File: src/inc/pfts_params.svh
// constants for the pwm fault and time base sync block
// assumes inclusion by bare name from the design file and the testbench
`ifndef PFTS_PARAMS_SVH
`define PFTS_PARAMS_SVH
// register offsets (byte addresses on the plain register port)
`define PFTS_ADDR_SETUP   8'h00
`define PFTS_ADDR_FLTCFG  8'h04
`define PFTS_ADDR_SAFE    8'h08
`define PFTS_ADDR_COUNTER 8'h0c
`define PFTS_ADDR_STATUS  8'h10
`define PFTS_ADDR_MASK    8'h14
`define PFTS_ADDR_MODULO  8'h18
// setup register fields
`define PFTS_SETUP_COUNTER_CLOCK_SELECT_LO 0
`define PFTS_SETUP_TBEN    2
`define PFTS_SETUP_TBOUT   3
`define PFTS_SETUP_SCOPE_LO 4
// fault config register fields
`define PFTS_FLT_POL_LO    0
`define PFTS_FLT_EN_LO     4
`define PFTS_FLT_PAIR_LO   8
// status bit positions
`define PFTS_ST_FAULT      0
`define PFTS_ST_OVF        1
`define PFTS_ST_RELOAD     2
`define PFTS_ST_CMP        3
`define PFTS_ST_CAP        4
// reset values, scope mode codes and the stop clock select code
`define PFTS_MODULO_RST    16'hffff
`define PFTS_SCOPE_AUTO    2'h3
`define PFTS_SCOPE_EVEN    2'h1
`define PFTS_COUNTER_CLOCK_SELECT_STOP     2'h0
`endif

File: src/inc/pfts_pkg.sv
// types for the pwm fault and time base sync block
// assumes the params header is on the include path
package pfts_pkg;
    // counter clock select codes
    typedef enum logic [1:0] {
        PFTS_CLK_STOP = 2'h0,
        PFTS_CLK_FUNC = 2'h1,
        PFTS_CLK_FIX  = 2'h2,
        PFTS_CLK_EXT  = 2'h3
    } pfts_counter_clock_select_t;
    // counter run state, one-hot
    typedef enum logic [2:0] {
        PFTS_IDLE = 3'h1,
        PFTS_WAIT = 3'h2,
        PFTS_RUN  = 3'h4
    } pfts_run_t;
endpackage

File: src/hdl/pfts_core.sv
// fault protection and global time base sync of a pwm timer
// assumes one 250 MHz clock, synchronous inputs, plain register port
//
// What this block and the software driving it do
// active fault stops pwm on enabled channels
// fault can raise an interrupt request
// all interrupt sources share one line
// faulted outputs forced to safe level bit
// all fault inputs ORed, no per-channel routing
// pair fault enable gates fault per pair
// scope mode picks all or even channels
// scope 0x3 means all channels, auto clear
// polarity bit clear means high is fault
// synced timers hold identical counter values
// leader output starts all participating counters
// all timers share clock, start together
// software stops counter with clock select 00b
// software sets same counting mode everywhere
// software sets enable=1, output=0 in one write
// software selects identical clock after enabling
// any counter write resets the counter
// software sets leader output to start all
// enabled timer waits for sync before counting
`timescale 1ns/1ps
`include "pfts_params.svh"
module pfts_core (
    // clock and reset
    input  wire logic         ref_clk,
    input  wire logic         reset_n,
    // register port
    input  wire logic [7:0]   regAddr,
    input  wire logic [31:0]  regWrData,
    input  wire logic         regWrite,
    input  wire logic         regRead,
    output logic      [31:0]  regRdData,
    // fault inputs from protection circuits
    input  wire logic [3:0]   faultIn,
    // pwm from waveform logic, and events from the rest of the timer
    input  wire logic [7:0]   pwmIn,
    input  wire logic         cmpEvent,
    input  wire logic         capEvent,
    // global time base link with peer timers
    input  wire logic         syncIn,
    output logic              syncOut,
    // pin side
    output logic      [7:0]   chanOut,
    output logic      [7:0]   chanOe,
    output logic      [15:0]  counterValue,
    output logic              irq
);
    import pfts_pkg::*;

    // ------------------------------------------------------------
    // registers
    // ------------------------------------------------------------
    pfts_counter_clock_select_t  clkSel;         // counter clock select
    logic        tbEnable;       // time base enable
    logic        tbOutput;       // time base output (leader)
    logic [1:0]  scopeMode;      // fault scope mode
    logic [3:0]  fltPolarity;    // 1 means input is active low
    logic [3:0]  fltInEnable;    // per input fault enable
    logic [3:0]  pairFaultEn;    // per pair fault enable
    logic [7:0]  safeLevel;      // safe level per channel
    logic [15:0] modulo;         // counter wrap value
    logic [4:0]  status;         // sticky event flags
    logic [4:0]  mask;           // interrupt mask
    logic        faultLatch;     // held fault for manual clear modes
    pfts_run_t   runState;       // counter run state

    // ------------------------------------------------------------
    // decode
    // ------------------------------------------------------------
    wire wrSetup  = regWrite && regAddr == `PFTS_ADDR_SETUP;
    wire wrFlt    = regWrite && regAddr == `PFTS_ADDR_FLTCFG;
    wire wrSafe   = regWrite && regAddr == `PFTS_ADDR_SAFE;
    wire wrCnt    = regWrite && regAddr == `PFTS_ADDR_COUNTER;
    wire wrStatus = regWrite && regAddr == `PFTS_ADDR_STATUS;
    wire wrMask   = regWrite && regAddr == `PFTS_ADDR_MASK;
    wire wrMod    = regWrite && regAddr == `PFTS_ADDR_MODULO;

    // ------------------------------------------------------------
    // fault merge
    // ------------------------------------------------------------
    // active-high view of each input; one OR for all, no routing
    wire [3:0] fltActive = (faultIn ^ fltPolarity) & fltInEnable;
    wire       faultRaw  = |fltActive;
    // auto mode follows the input; other modes hold until cleared
    wire       autoClear = scopeMode == `PFTS_SCOPE_AUTO;
    wire       faultNow  = faultRaw || (!autoClear && faultLatch);
    // scope mode 0 leaves fault control off
    wire       scopeOn   = scopeMode != 2'h0;

    // ------------------------------------------------------------
    // per channel forcing
    // ------------------------------------------------------------
    logic [7:0] chanFault;      // channel is held by the fault
    logic [7:0] next_chanOut;   // pin value after forcing
    genvar gi;
    generate
        for (gi = 0; gi < 8; gi++) begin : g_chan
            // odd channels skip in even-only scope and when scope is off
            wire inScope = scopeOn && ((gi % 2 == 0) ||
                           scopeMode != `PFTS_SCOPE_EVEN);
            assign chanFault[gi] = faultNow && inScope &&
                                   pairFaultEn[gi/2];
            assign next_chanOut[gi] = chanFault[gi] ?
                                   safeLevel[gi] : pwmIn[gi];
        end
    endgenerate

    // ------------------------------------------------------------
    // counter with global time base start
    // ------------------------------------------------------------
    logic [15:0] count;         // free counter
    wire   clkOn   = clkSel != PFTS_CLK_STOP;
    wire   wrap    = count == modulo;
    // the leader's own output starts it too, since it has no loop back
    wire   syncSeen = syncIn || tbOutput;
    wire   counting = runState == PFTS_RUN && clkOn;
    wire   reloadPt = counting && count == (modulo >> 1);
    pfts_run_t next_run;
    always_comb begin
        next_run = runState;
        unique case (runState)
            PFTS_IDLE: if (clkOn)
                next_run = tbEnable ? PFTS_WAIT : PFTS_RUN;
            PFTS_WAIT: if (!clkOn) next_run = PFTS_IDLE;
                else if (syncSeen) next_run = PFTS_RUN;
            PFTS_RUN:  if (!clkOn) next_run = PFTS_IDLE;
            default:   next_run = PFTS_IDLE;
        endcase
    end

    // run state flop
    always_ff @(posedge ref_clk) begin
        if (!reset_n) runState <= PFTS_IDLE;
        else          runState <= next_run;
    end

    // counter: any write resets it, so peers start from zero
    always_ff @(posedge ref_clk) begin
        if (!reset_n)      count <= 16'h0000;
        else if (wrCnt)    count <= 16'h0000;
        else if (counting) count <= wrap ? 16'h0000
                                         : count + 16'h0001;
    end

    // ------------------------------------------------------------
    // control registers
    // ------------------------------------------------------------
    always_ff @(posedge ref_clk) begin
        if (!reset_n) begin
            clkSel      <= PFTS_CLK_STOP;
            tbEnable    <= 1'b0;
            tbOutput    <= 1'b0;
            scopeMode   <= 2'h0;
        end else if (wrSetup) begin
            clkSel      <= pfts_counter_clock_select_t'(regWrData[`PFTS_SETUP_COUNTER_CLOCK_SELECT_LO +: 2]);
            tbEnable    <= regWrData[`PFTS_SETUP_TBEN];
            tbOutput    <= regWrData[`PFTS_SETUP_TBOUT];
            scopeMode   <= regWrData[`PFTS_SETUP_SCOPE_LO +: 2];
        end
    end

    // fault input and pair configuration
    always_ff @(posedge ref_clk) begin
        if (!reset_n) begin
            fltPolarity <= 4'h0;
            fltInEnable <= 4'h0;
            pairFaultEn <= 4'h0;
        end else if (wrFlt) begin
            fltPolarity <= regWrData[`PFTS_FLT_POL_LO +: 4];
            fltInEnable <= regWrData[`PFTS_FLT_EN_LO +: 4];
            pairFaultEn <= regWrData[`PFTS_FLT_PAIR_LO +: 4];
        end
    end

    // safe levels, modulo, mask
    always_ff @(posedge ref_clk) begin
        if (!reset_n) begin
            safeLevel <= 8'h00;
            modulo    <= `PFTS_MODULO_RST;
            mask      <= 5'h00;
        end else begin
            if (wrSafe) safeLevel <= regWrData[7:0];
            if (wrMod)  modulo    <= regWrData[15:0];
            if (wrMask) mask      <= regWrData[4:0];
        end
    end

    // ------------------------------------------------------------
    // events and interrupt
    // ------------------------------------------------------------
    wire [4:0] events;
    assign events[`PFTS_ST_FAULT]  = faultRaw && scopeOn;
    assign events[`PFTS_ST_OVF]    = counting && wrap;
    assign events[`PFTS_ST_RELOAD] = reloadPt;
    assign events[`PFTS_ST_CMP]    = cmpEvent;
    assign events[`PFTS_ST_CAP]    = capEvent;
    wire [4:0] clearBits = wrStatus ? regWrData[4:0] : 5'h00;
    // set beats clear in the same cycle
    wire [4:0] next_status = (status & ~clearBits) | events;
    // mask as it stands after this edge, so irq never lags a mask write
    // and always matches the flags and mask that software can read
    wire [4:0] next_mask   = wrMask ? regWrData[4:0] : mask;

    // sticky flags; manual modes hold the fault until its flag clears
    always_ff @(posedge ref_clk) begin
        if (!reset_n) begin
            status     <= 5'h00;
            faultLatch <= 1'b0;
        end else begin
            status     <= next_status;
            faultLatch <= next_status[`PFTS_ST_FAULT];
        end
    end

    // ------------------------------------------------------------
    // read mux and outputs
    // ------------------------------------------------------------
    logic [31:0] next_rd;
    always_comb begin
        next_rd = 32'h0000_0000;
        unique case (regAddr)
            `PFTS_ADDR_SETUP:   next_rd = {26'h0, scopeMode, tbOutput,
                                           tbEnable, clkSel};
            `PFTS_ADDR_FLTCFG:  next_rd = {20'h0, pairFaultEn,
                                           fltInEnable, fltPolarity};
            `PFTS_ADDR_SAFE:    next_rd = {24'h0, safeLevel};
            `PFTS_ADDR_COUNTER: next_rd = {16'h0, count};
            `PFTS_ADDR_STATUS:  next_rd = {27'h0, status};
            `PFTS_ADDR_MASK:    next_rd = {27'h0, mask};
            `PFTS_ADDR_MODULO:  next_rd = {16'h0, modulo};
            default:            next_rd = 32'h0000_0000;
        endcase
    end

    // every output registered
    always_ff @(posedge ref_clk) begin
        if (!reset_n) begin
            regRdData    <= 32'h0000_0000;
            chanOut      <= 8'h00;
            chanOe       <= 8'h00;
            counterValue <= 16'h0000;
            irq          <= 1'b0;
            syncOut      <= 1'b0;
        end else begin
            regRdData    <= regRead ? next_rd : 32'h0000_0000;
            chanOut      <= next_chanOut;
            chanOe       <= ~chanFault;       // driver off, not pwm, in fault
            counterValue <= count;
            irq          <= |(next_status & next_mask);
            syncOut      <= tbOutput;
        end
    end

    // ------------------------------------------------------------
    // checks
    // ------------------------------------------------------------
    a_safe_level_forced: assert property (@(posedge ref_clk)
        disable iff (!reset_n) chanFault[0] |=> chanOut[0] ==
        $past(safeLevel[0])) else $error("safe level not forced");
    a_odd_spared_even: assert property (@(posedge ref_clk)
        disable iff (!reset_n) scopeMode == `PFTS_SCOPE_EVEN |->
        !chanFault[1]) else $error("odd channel faulted");
    a_pair_gate: assert property (@(posedge ref_clk)
        disable iff (!reset_n) !pairFaultEn[0] |-> chanFault[1:0] == 2'h0)
        else $error("pair not gated");
    a_or_merge: assert property (@(posedge ref_clk)
        disable iff (!reset_n) (autoClear && pairFaultEn[0] && fltActive
        != 4'h0) |=> !chanOe[0]) else $error("fault not merged");
    a_auto_release: assert property (@(posedge ref_clk)
        disable iff (!reset_n) (autoClear && !faultRaw) |-> !chanFault[0])
        else $error("auto clear held fault");
    a_high_is_fault: assert property (@(posedge ref_clk)
        disable iff (!reset_n) (!fltPolarity[0] && fltInEnable[0] &&
        faultIn[0] && scopeOn) |=> status[`PFTS_ST_FAULT])
        else $error("high input missed");
    a_stopped_pwm: assert property (@(posedge ref_clk)
        disable iff (!reset_n) chanFault[2] |=> chanOe[2] == 1'b0)
        else $error("pwm not stopped");
    a_irq_follows: assert property (@(posedge ref_clk)
        disable iff (!reset_n) (status & mask) != 5'h00 |-> irq)
        else $error("irq missing");
    a_wait_sync: assert property (@(posedge ref_clk)
        disable iff (!reset_n) (runState == PFTS_WAIT && !syncSeen &&
        !wrCnt) |=> $stable(count)) else $error("counted early");
    a_count_reset: assert property (@(posedge ref_clk)
        disable iff (!reset_n) wrCnt |=> count == 16'h0000)
        else $error("counter not reset");
    a_lockstep_run: assert property (@(posedge ref_clk)
        disable iff (!reset_n) (counting && !wrap && !wrCnt) |=>
        count == $past(count) + 16'h0001) else $error("count skip");

    // ------------------------------------------------------------
    // further checks on scope, start and interrupt
    // ------------------------------------------------------------
    // scope mode 0 must leave every channel free
    a_scope_off: assert property (@(posedge ref_clk)
        disable iff (!reset_n) scopeMode == 2'h0 |-> chanFault == 8'h00)
        else $error("fault applied with scope off");
    // even channels still follow the fault in even-only scope
    a_even_forced: assert property (@(posedge ref_clk)
        disable iff (!reset_n) (scopeMode == `PFTS_SCOPE_EVEN &&
        faultNow && pairFaultEn[0]) |-> chanFault[0])
        else $error("even channel not faulted");
    // a channel not held by the fault keeps its driver on
    a_oe_free: assert property (@(posedge ref_clk)
        disable iff (!reset_n) !chanFault[3] |=> chanOe[3])
        else $error("free channel disabled");
    // the fault flag stays until software writes it clear
    a_fault_sticky: assert property (@(posedge ref_clk)
        disable iff (!reset_n) (status[`PFTS_ST_FAULT] && !wrStatus) |=>
        status[`PFTS_ST_FAULT]) else $error("fault flag lost");
    // no unmasked flag, no request on the shared line
    a_irq_quiet: assert property (@(posedge ref_clk)
        disable iff (!reset_n) (status & mask) == 5'h00 |-> !irq)
        else $error("irq without source");
    // an enabled timer parks in wait instead of counting
    a_enable_waits: assert property (@(posedge ref_clk)
        disable iff (!reset_n) (runState == PFTS_IDLE && clkOn &&
        tbEnable) |=> runState == PFTS_WAIT)
        else $error("time base skipped wait");
    // the start line moves a waiting timer into run
    a_start_runs: assert property (@(posedge ref_clk)
        disable iff (!reset_n) (runState == PFTS_WAIT && clkOn &&
        syncSeen) |=> runState == PFTS_RUN)
        else $error("start not taken");
    // the leader bit reaches the link one cycle later
    a_sync_copy: assert property (@(posedge ref_clk)
        disable iff (!reset_n) tbOutput |=> syncOut)
        else $error("sync not driven");
    // a stopped clock select freezes the counter
    a_stop_holds: assert property (@(posedge ref_clk)
        disable iff (!reset_n) (!clkOn && !wrCnt) |=> $stable(count))
        else $error("stopped counter moved");
endmodule

File: config.mk
export PLATFORM = sky130hd
export DESIGN_NAME = pfts_core
export DESIGN_NICKNAME = d
export VERILOG_FILES = /design/src/inc/pfts_pkg.sv /design/src/hdl/pfts_core.sv
export VERILOG_INCLUDE_DIRS = /design/src /design/src/inc
export SDC_FILE = /design/constraint.sdc
export NUM_CORES = 1
export LEC_CHECK = 0
export BUFFER_PORTS_ARGS = -buffer_cell sky130_fd_sc_hd__buf_2
export CAP_MARGIN = 20
export CORE_MARGIN = 2
export CORE_UTILIZATION = 25
export DETAILED_ROUTE_END_ITERATION = 7
export SYNTH_ARGS = -nofsm -noshare
export SYNTH_HDL_FRONTEND = slang
export SYNTH_SLANG_ARGS = --single-unit
export TNS_END_PERCENT = 50
File: constraint.sdc
create_clock -name ref_clk -period 2.03 [get_ports ref_clk]
set_input_delay 0.203 -clock ref_clk [delete_from_list [all_inputs] [get_ports ref_clk]]
set_output_delay 0.203 -clock ref_clk [all_outputs]
set_load 0.05 [all_outputs]
# Word level (Yosys, flattened, before mapping)
# Cells that the tools add are included.
[op_classes]
muxes = 18
n_eq_ne = 16
addsub = 1
n_reduce_logical = 34
bitwise_logic = 8
[ops]
columns = ["cell", "count"]
rows = [
  ["$pmux W16 S7", 1],
  ["$eq A8 B5 Y1 const B", 3],
  ["$logic_and A1 B1 Y1", 23],
  ["$add A16 B1 Y16 const B", 1],
  ["$eq A16 B15 Y1", 1],
  ["$eq A16 B16 Y1", 1],
  ["$eq A8 B4 Y1 const B", 2],
  ["$mux W16", 1],
  ["$mux W3", 5],
  ["$and A5 B5 Y5", 2],
  ["$mux W5", 2],
  ["$pmux W3 S3", 1],
  ["$eq A8 B3 Y1 const B", 1],
  ["$logic_not A8 Y1", 1],
  ["$mux W1", 8],
  ["$not A8 Y8", 1],
  ["$not A5 Y5", 1],
  ["$or A5 B5 Y5", 1],
  ["$reduce_or A5 Y1", 1],
  ["$and A4 B4 Y4", 1],
  ["$ne A2 B2 Y1 const B", 2],
  ["$reduce_bool A2 Y1", 2],
  ["$reduce_or A4 Y1", 1],
  ["$xor A4 B4 Y4", 1],
  ["12 further kinds", 13],
]
[word_totals]
input_bits = 59
reg_bits = 138
elab_cells = 97
output_inout_bits = 66

# Longest topological paths before layout
[depth]
word_depth = 8
mapped_depth = 7
depth_no_buf = 5

# Least setup slack after synthesis
# Ideal clock, no wire load.
[synth_timing]
kind = "input to register"
startpoint = "input regAddr[5]"
endpoint = "register irq"
stages = 7
required_time_ps = 1895
setup_slack_ps = -16
path_buffers = 2
t_arrival_ps = 1911
setup_time_ps = 135
cell_sequence = "or4b_1 > buf_2 > or3_1 > buf_6 > mux2_4 > a32oi_1 > a41oi_1"
[synth_via]
elab_chain_len = 8
word_cells_on_any_way = 11
classes_between = "eq/ne: 2; mux: 2; bitwise: 4; reduce/logical: 3"
[synth_rtl]
columns = ["element", "line_no", "rtl"]
rows = [
  ["start, declared", "pfts_core.sv:31", "input wire logic [7:0] regAddr,"],
  ["$eq A8 B5 Y1", "--", ""],
  ["$logic_and A1 B1 Y1 (no line)", "--", ""],
  ["$mux W5", "pfts_core.sv:200", "wire [4:0] clearBits = wrStatus ? regWrData[4:0] : 5'h00;"],
  ["$not A5 Y5", "pfts_core.sv:202", "wire [4:0] next_status = (status & ~clearBits) | events;"],
  ["$and A5 B5 Y5", "pfts_core.sv:202", ""],
  ["$or A5 B5 Y5", "pfts_core.sv:202", ""],
  ["$and A5 B5 Y5 *", "pfts_core.sv:252", "irq <= |(next_status & next_mask);"],
  ["$reduce_or A5 Y1 *", "pfts_core.sv:252", ""],
  ["end signal, assigned", "pfts_core.sv:252", ""],
  ["end, declared", "pfts_core.sv:49", "output logic irq"],
]
# Mark *: on every way between the ends. The rest lies on a longest branch, timed or not.
# A chain may end at the register's enable or synchronous reset.

# Worst setup path in the final report
[layout_timing]
startpoint = "input regAddr[1]"
endpoint = "register irq"
# Same word-level chain as after synthesis.

==> flow_summary.toml <==
[outcome]
status = "completed"

[cells_and_area]
seq_area_um2 = 2420
fin_util_pct = 33.7
drive_above_1_share_pct = 24.8
diodes = 0
stdcell_area_um2 = 6840
area_delta_synth_final_pct = 31.6
finalNonFillerCells = 993
multi_input_area_um2 = 2510
fillers = 2186
finalNetCount = 770

[clocking]
htreeDepth = 4
clk_latency_ns = 0.42
cts_buffers = 17
cts-root-buf = "clkbuf_16"
post-cts-setup-buffer-count = 0
cts_tree = "done"
cts.repair.resized = 0
hold_buffers = 0
numClockSinks = 121
clockBufferDepth = 2
clkTransAtPathRegs_ns = 0.05

[detailed_routing]
drt_iter0_markers = 348
avgViaCountPerCell = 4.69
postRouteAntennaNets = 0
wl_per_cell_um = 16.0
routed_wl_um = 15900
dr_total_vias = 4658
remaining_drc_errors = 0
first_pass_iters = 6

[yosys]
synth_edf_count = 0
yosysWarnings = 0
syn_inst = 595
ys_seq_area_share_pct = 46.6
syn_area_um2 = 5200
netlist.area_leader.share_pct = 46.6
netlist_top_cells_count = "121 x dfxtp_1, 72 x nand2_1, 48 x nor2_1, 42 x nand3_1, 40 x a21oi_1"
yosysMostFrequentCell = "dfxtp_1"
synth_ff_type = "dfxtp_1"
ys_ff_latch = 121
synth_area_leader_cell = "dfxtp_1"
synthDistinctLibCells = 51
postSynth.asyncResetShare_pct = 0
syn_area_per_cell_um2 = 8.74
yosys-top-cells-area = "dfxtp_1 47%, nand2_1 5.2%, xnor2_1 5.1%"

[power_and_ir_drop]
total_power_mw = 6.06
vdd_drop_max_mv = 0.469
powerDensity_nw_per_um2 = 886
p_leak_nw = 2.77

[timing]
timing.fmax_mhz = 547
finalHoldViolCount = 0
relSlewSlack_pct = 65.3
rsz0062_at_grt = "no"
finalCritPeriodShare_pct = 90.1
worst_pin_slew_ns = 0.521
period_needed_ns = 1.83
maxSlewViolCount = 0
setup_viol = 0
fin_skew_ns = 0.0109

[floorplanning]
die-width_um = 148
dieHeight_um = 148
die_area_um2 = 22000
ios = 125
row_count = 52
core_region_area_um2 = 20300
initial_core_util_pct = 25.6

[global_routing]
grt-ovfl-total = 0
grt_pass1_vias = 4428
grt_start_max_net_pins = 45
grt_pass1_wl_um = 24600
antenna_found_initial = 0
grt_use_total_pct = 14.6

[critical_path]
cp_max_fo = 6
arrival_ns = 2.10
critPathCaptureType = "flip-flop"
r2r_cells = 5
cp-start-kind = "input pin"
rr_endpoint = "count[15]$_SDFFE_PP0P_"
critPathKind = "input pin to flip-flop"
r2r_slack_ns = 0.21
cp_data_required_time_ns = 2.30
reg2reg_from = "count[4]$_SDFFE_PP0P_"

[hold_path]
hold_path.class = "input pin to flip-flop"
hold_path_depth = 3
worstHoldStart = "regWrData[12]"
min_to = "modulo[12]$_SDFFE_PN1P_"

[run]
maxCapViolations = 0

[placement]
place_inst = 961
gp_congestion = 0.898
hpwl_um = 11500
port_buffers = 92
placed_area_um2 = 6190
## how the worst max path moves through the flow
| stage | startpoint | to | slack [ns] | cells after the start |
|---|---|---|---|---|
| 2_1_floorplan | regAddr[5] | irq$_SDFF_PN0_ | 0.003 | 7 |
| 3_3_place_gp | regAddr[1] | irq$_SDFF_PN0_ | -0.20 | 7 |
| 3_5_place_dp | regAddr[1] | irq$_SDFF_PN0_ | -0.20 | 7 |
| 4_1_cts | count[4]$_SDFFE_PP0P_ | count[15]$_SDFFE_PP0P_ | 0.20 | 5 |
| 5_1_grt | count[4]$_SDFFE_PP0P_ | count[15]$_SDFFE_PP0P_ | 0.03 | 5 |
| 6_report | regAddr[1] | irq$_SDFF_PN0_ | 0.20 | 7 |
## area by class of cell
class	count	share of cell area, %
timing repair buffer	140	12.9
inverter	10	0.549
tap	270	4.94
multi-input combinational	420	36.6
clock inverter	11	2.82
sequential	121	35.4
clock buffer	21	6.73
## critical path: stages
cell and delay [ns]:
buf_2 0.10, buf_4 0.13, or4_1 0.66, o41ai_1 0.41, o41ai_1 0.20, a32oi_1 0.25, a41oi_1 0.14
## kinds of logic (layout without fill, tap and decap cells)
group           after synthesis  count (layout)  synth area share [%]
xor+xnor                     50              50                  8.42
buf+inv                      69             182                  6.35
mux                           8               8                  1.73
fa+ha+maj                     1               1                 0.241
other cells                   1              16                0.0721
simple gates                230             230                  21.3
flops                       121             121                  46.6
compound gates              115             115                  15.3
## layer usage
metal,vias to the layer above,wire [um],global-route usage [%]
met5,-,0,0
li1,2279,-,-
met1,2173,7370,19.8
met2,188,7080,21.8
met4,0,259,5.43
met3,18,1140,4.54
## through the flow
step	worst slack [ns]	hold WS, ns	setup TNS [ns]
2_1_floorplan	0.00342	0.327	0
3_3_place_gp	-0.201	0.434	-0.212
3_5_place_dp	-0.196	0.432	-0.291
4_1_cts	0.195	0.0000890	0
5_1_grt	0.0251	0.00863	0
6_report	0.201	0.0140	0
## report_power, final
group / internal (mW) / switching, mW / leakage, nW / total, mW
Sequential: 2.40 / 0.00687 / 0.981 / 2.40
Clock: 2.24 / 1.09 / 0.314 / 3.33
Combinational: 0.0841 / 0.241 / 1.47 / 0.325
## cell usage in the layout (no fill, tap or decap), types with 3 or more instances in the layout
cell,count
nand2b_1,3
xor2_1,20
o41ai_1,3
and2_1,18
dfxtp_1,121
nor3_1,8
inv_1,9
bufinv_16,5
a222oi_1,10
xnor2_1,30
a31oi_1,8
mux2i_1,6
a21oi_1,40
nand4_1,9
buf_2,92
nand2_1,72
buf_12,5
a22oi_1,21
nand3_1,42
nor4_1,8
o21a_1,9
conb_1,16
nor2_1,48
and3_1,9
a21boi_0,10
o21bai_1,3
buf_4,43
clkbuf_16,17
## registers in the layout (all words and copies together) (netlist names), 3 cells and up
register / count
modulo: 16
pairFaultEn: 4
safeLevel: 8
fltInEnable: 4
status: 5
counterValue: 16
count: 16
regRdData: 16
mask: 5
runState: 3
chanOe: 8
chanOut: 8
fltPolarity: 4
Power figures use the tool's default switching activity.
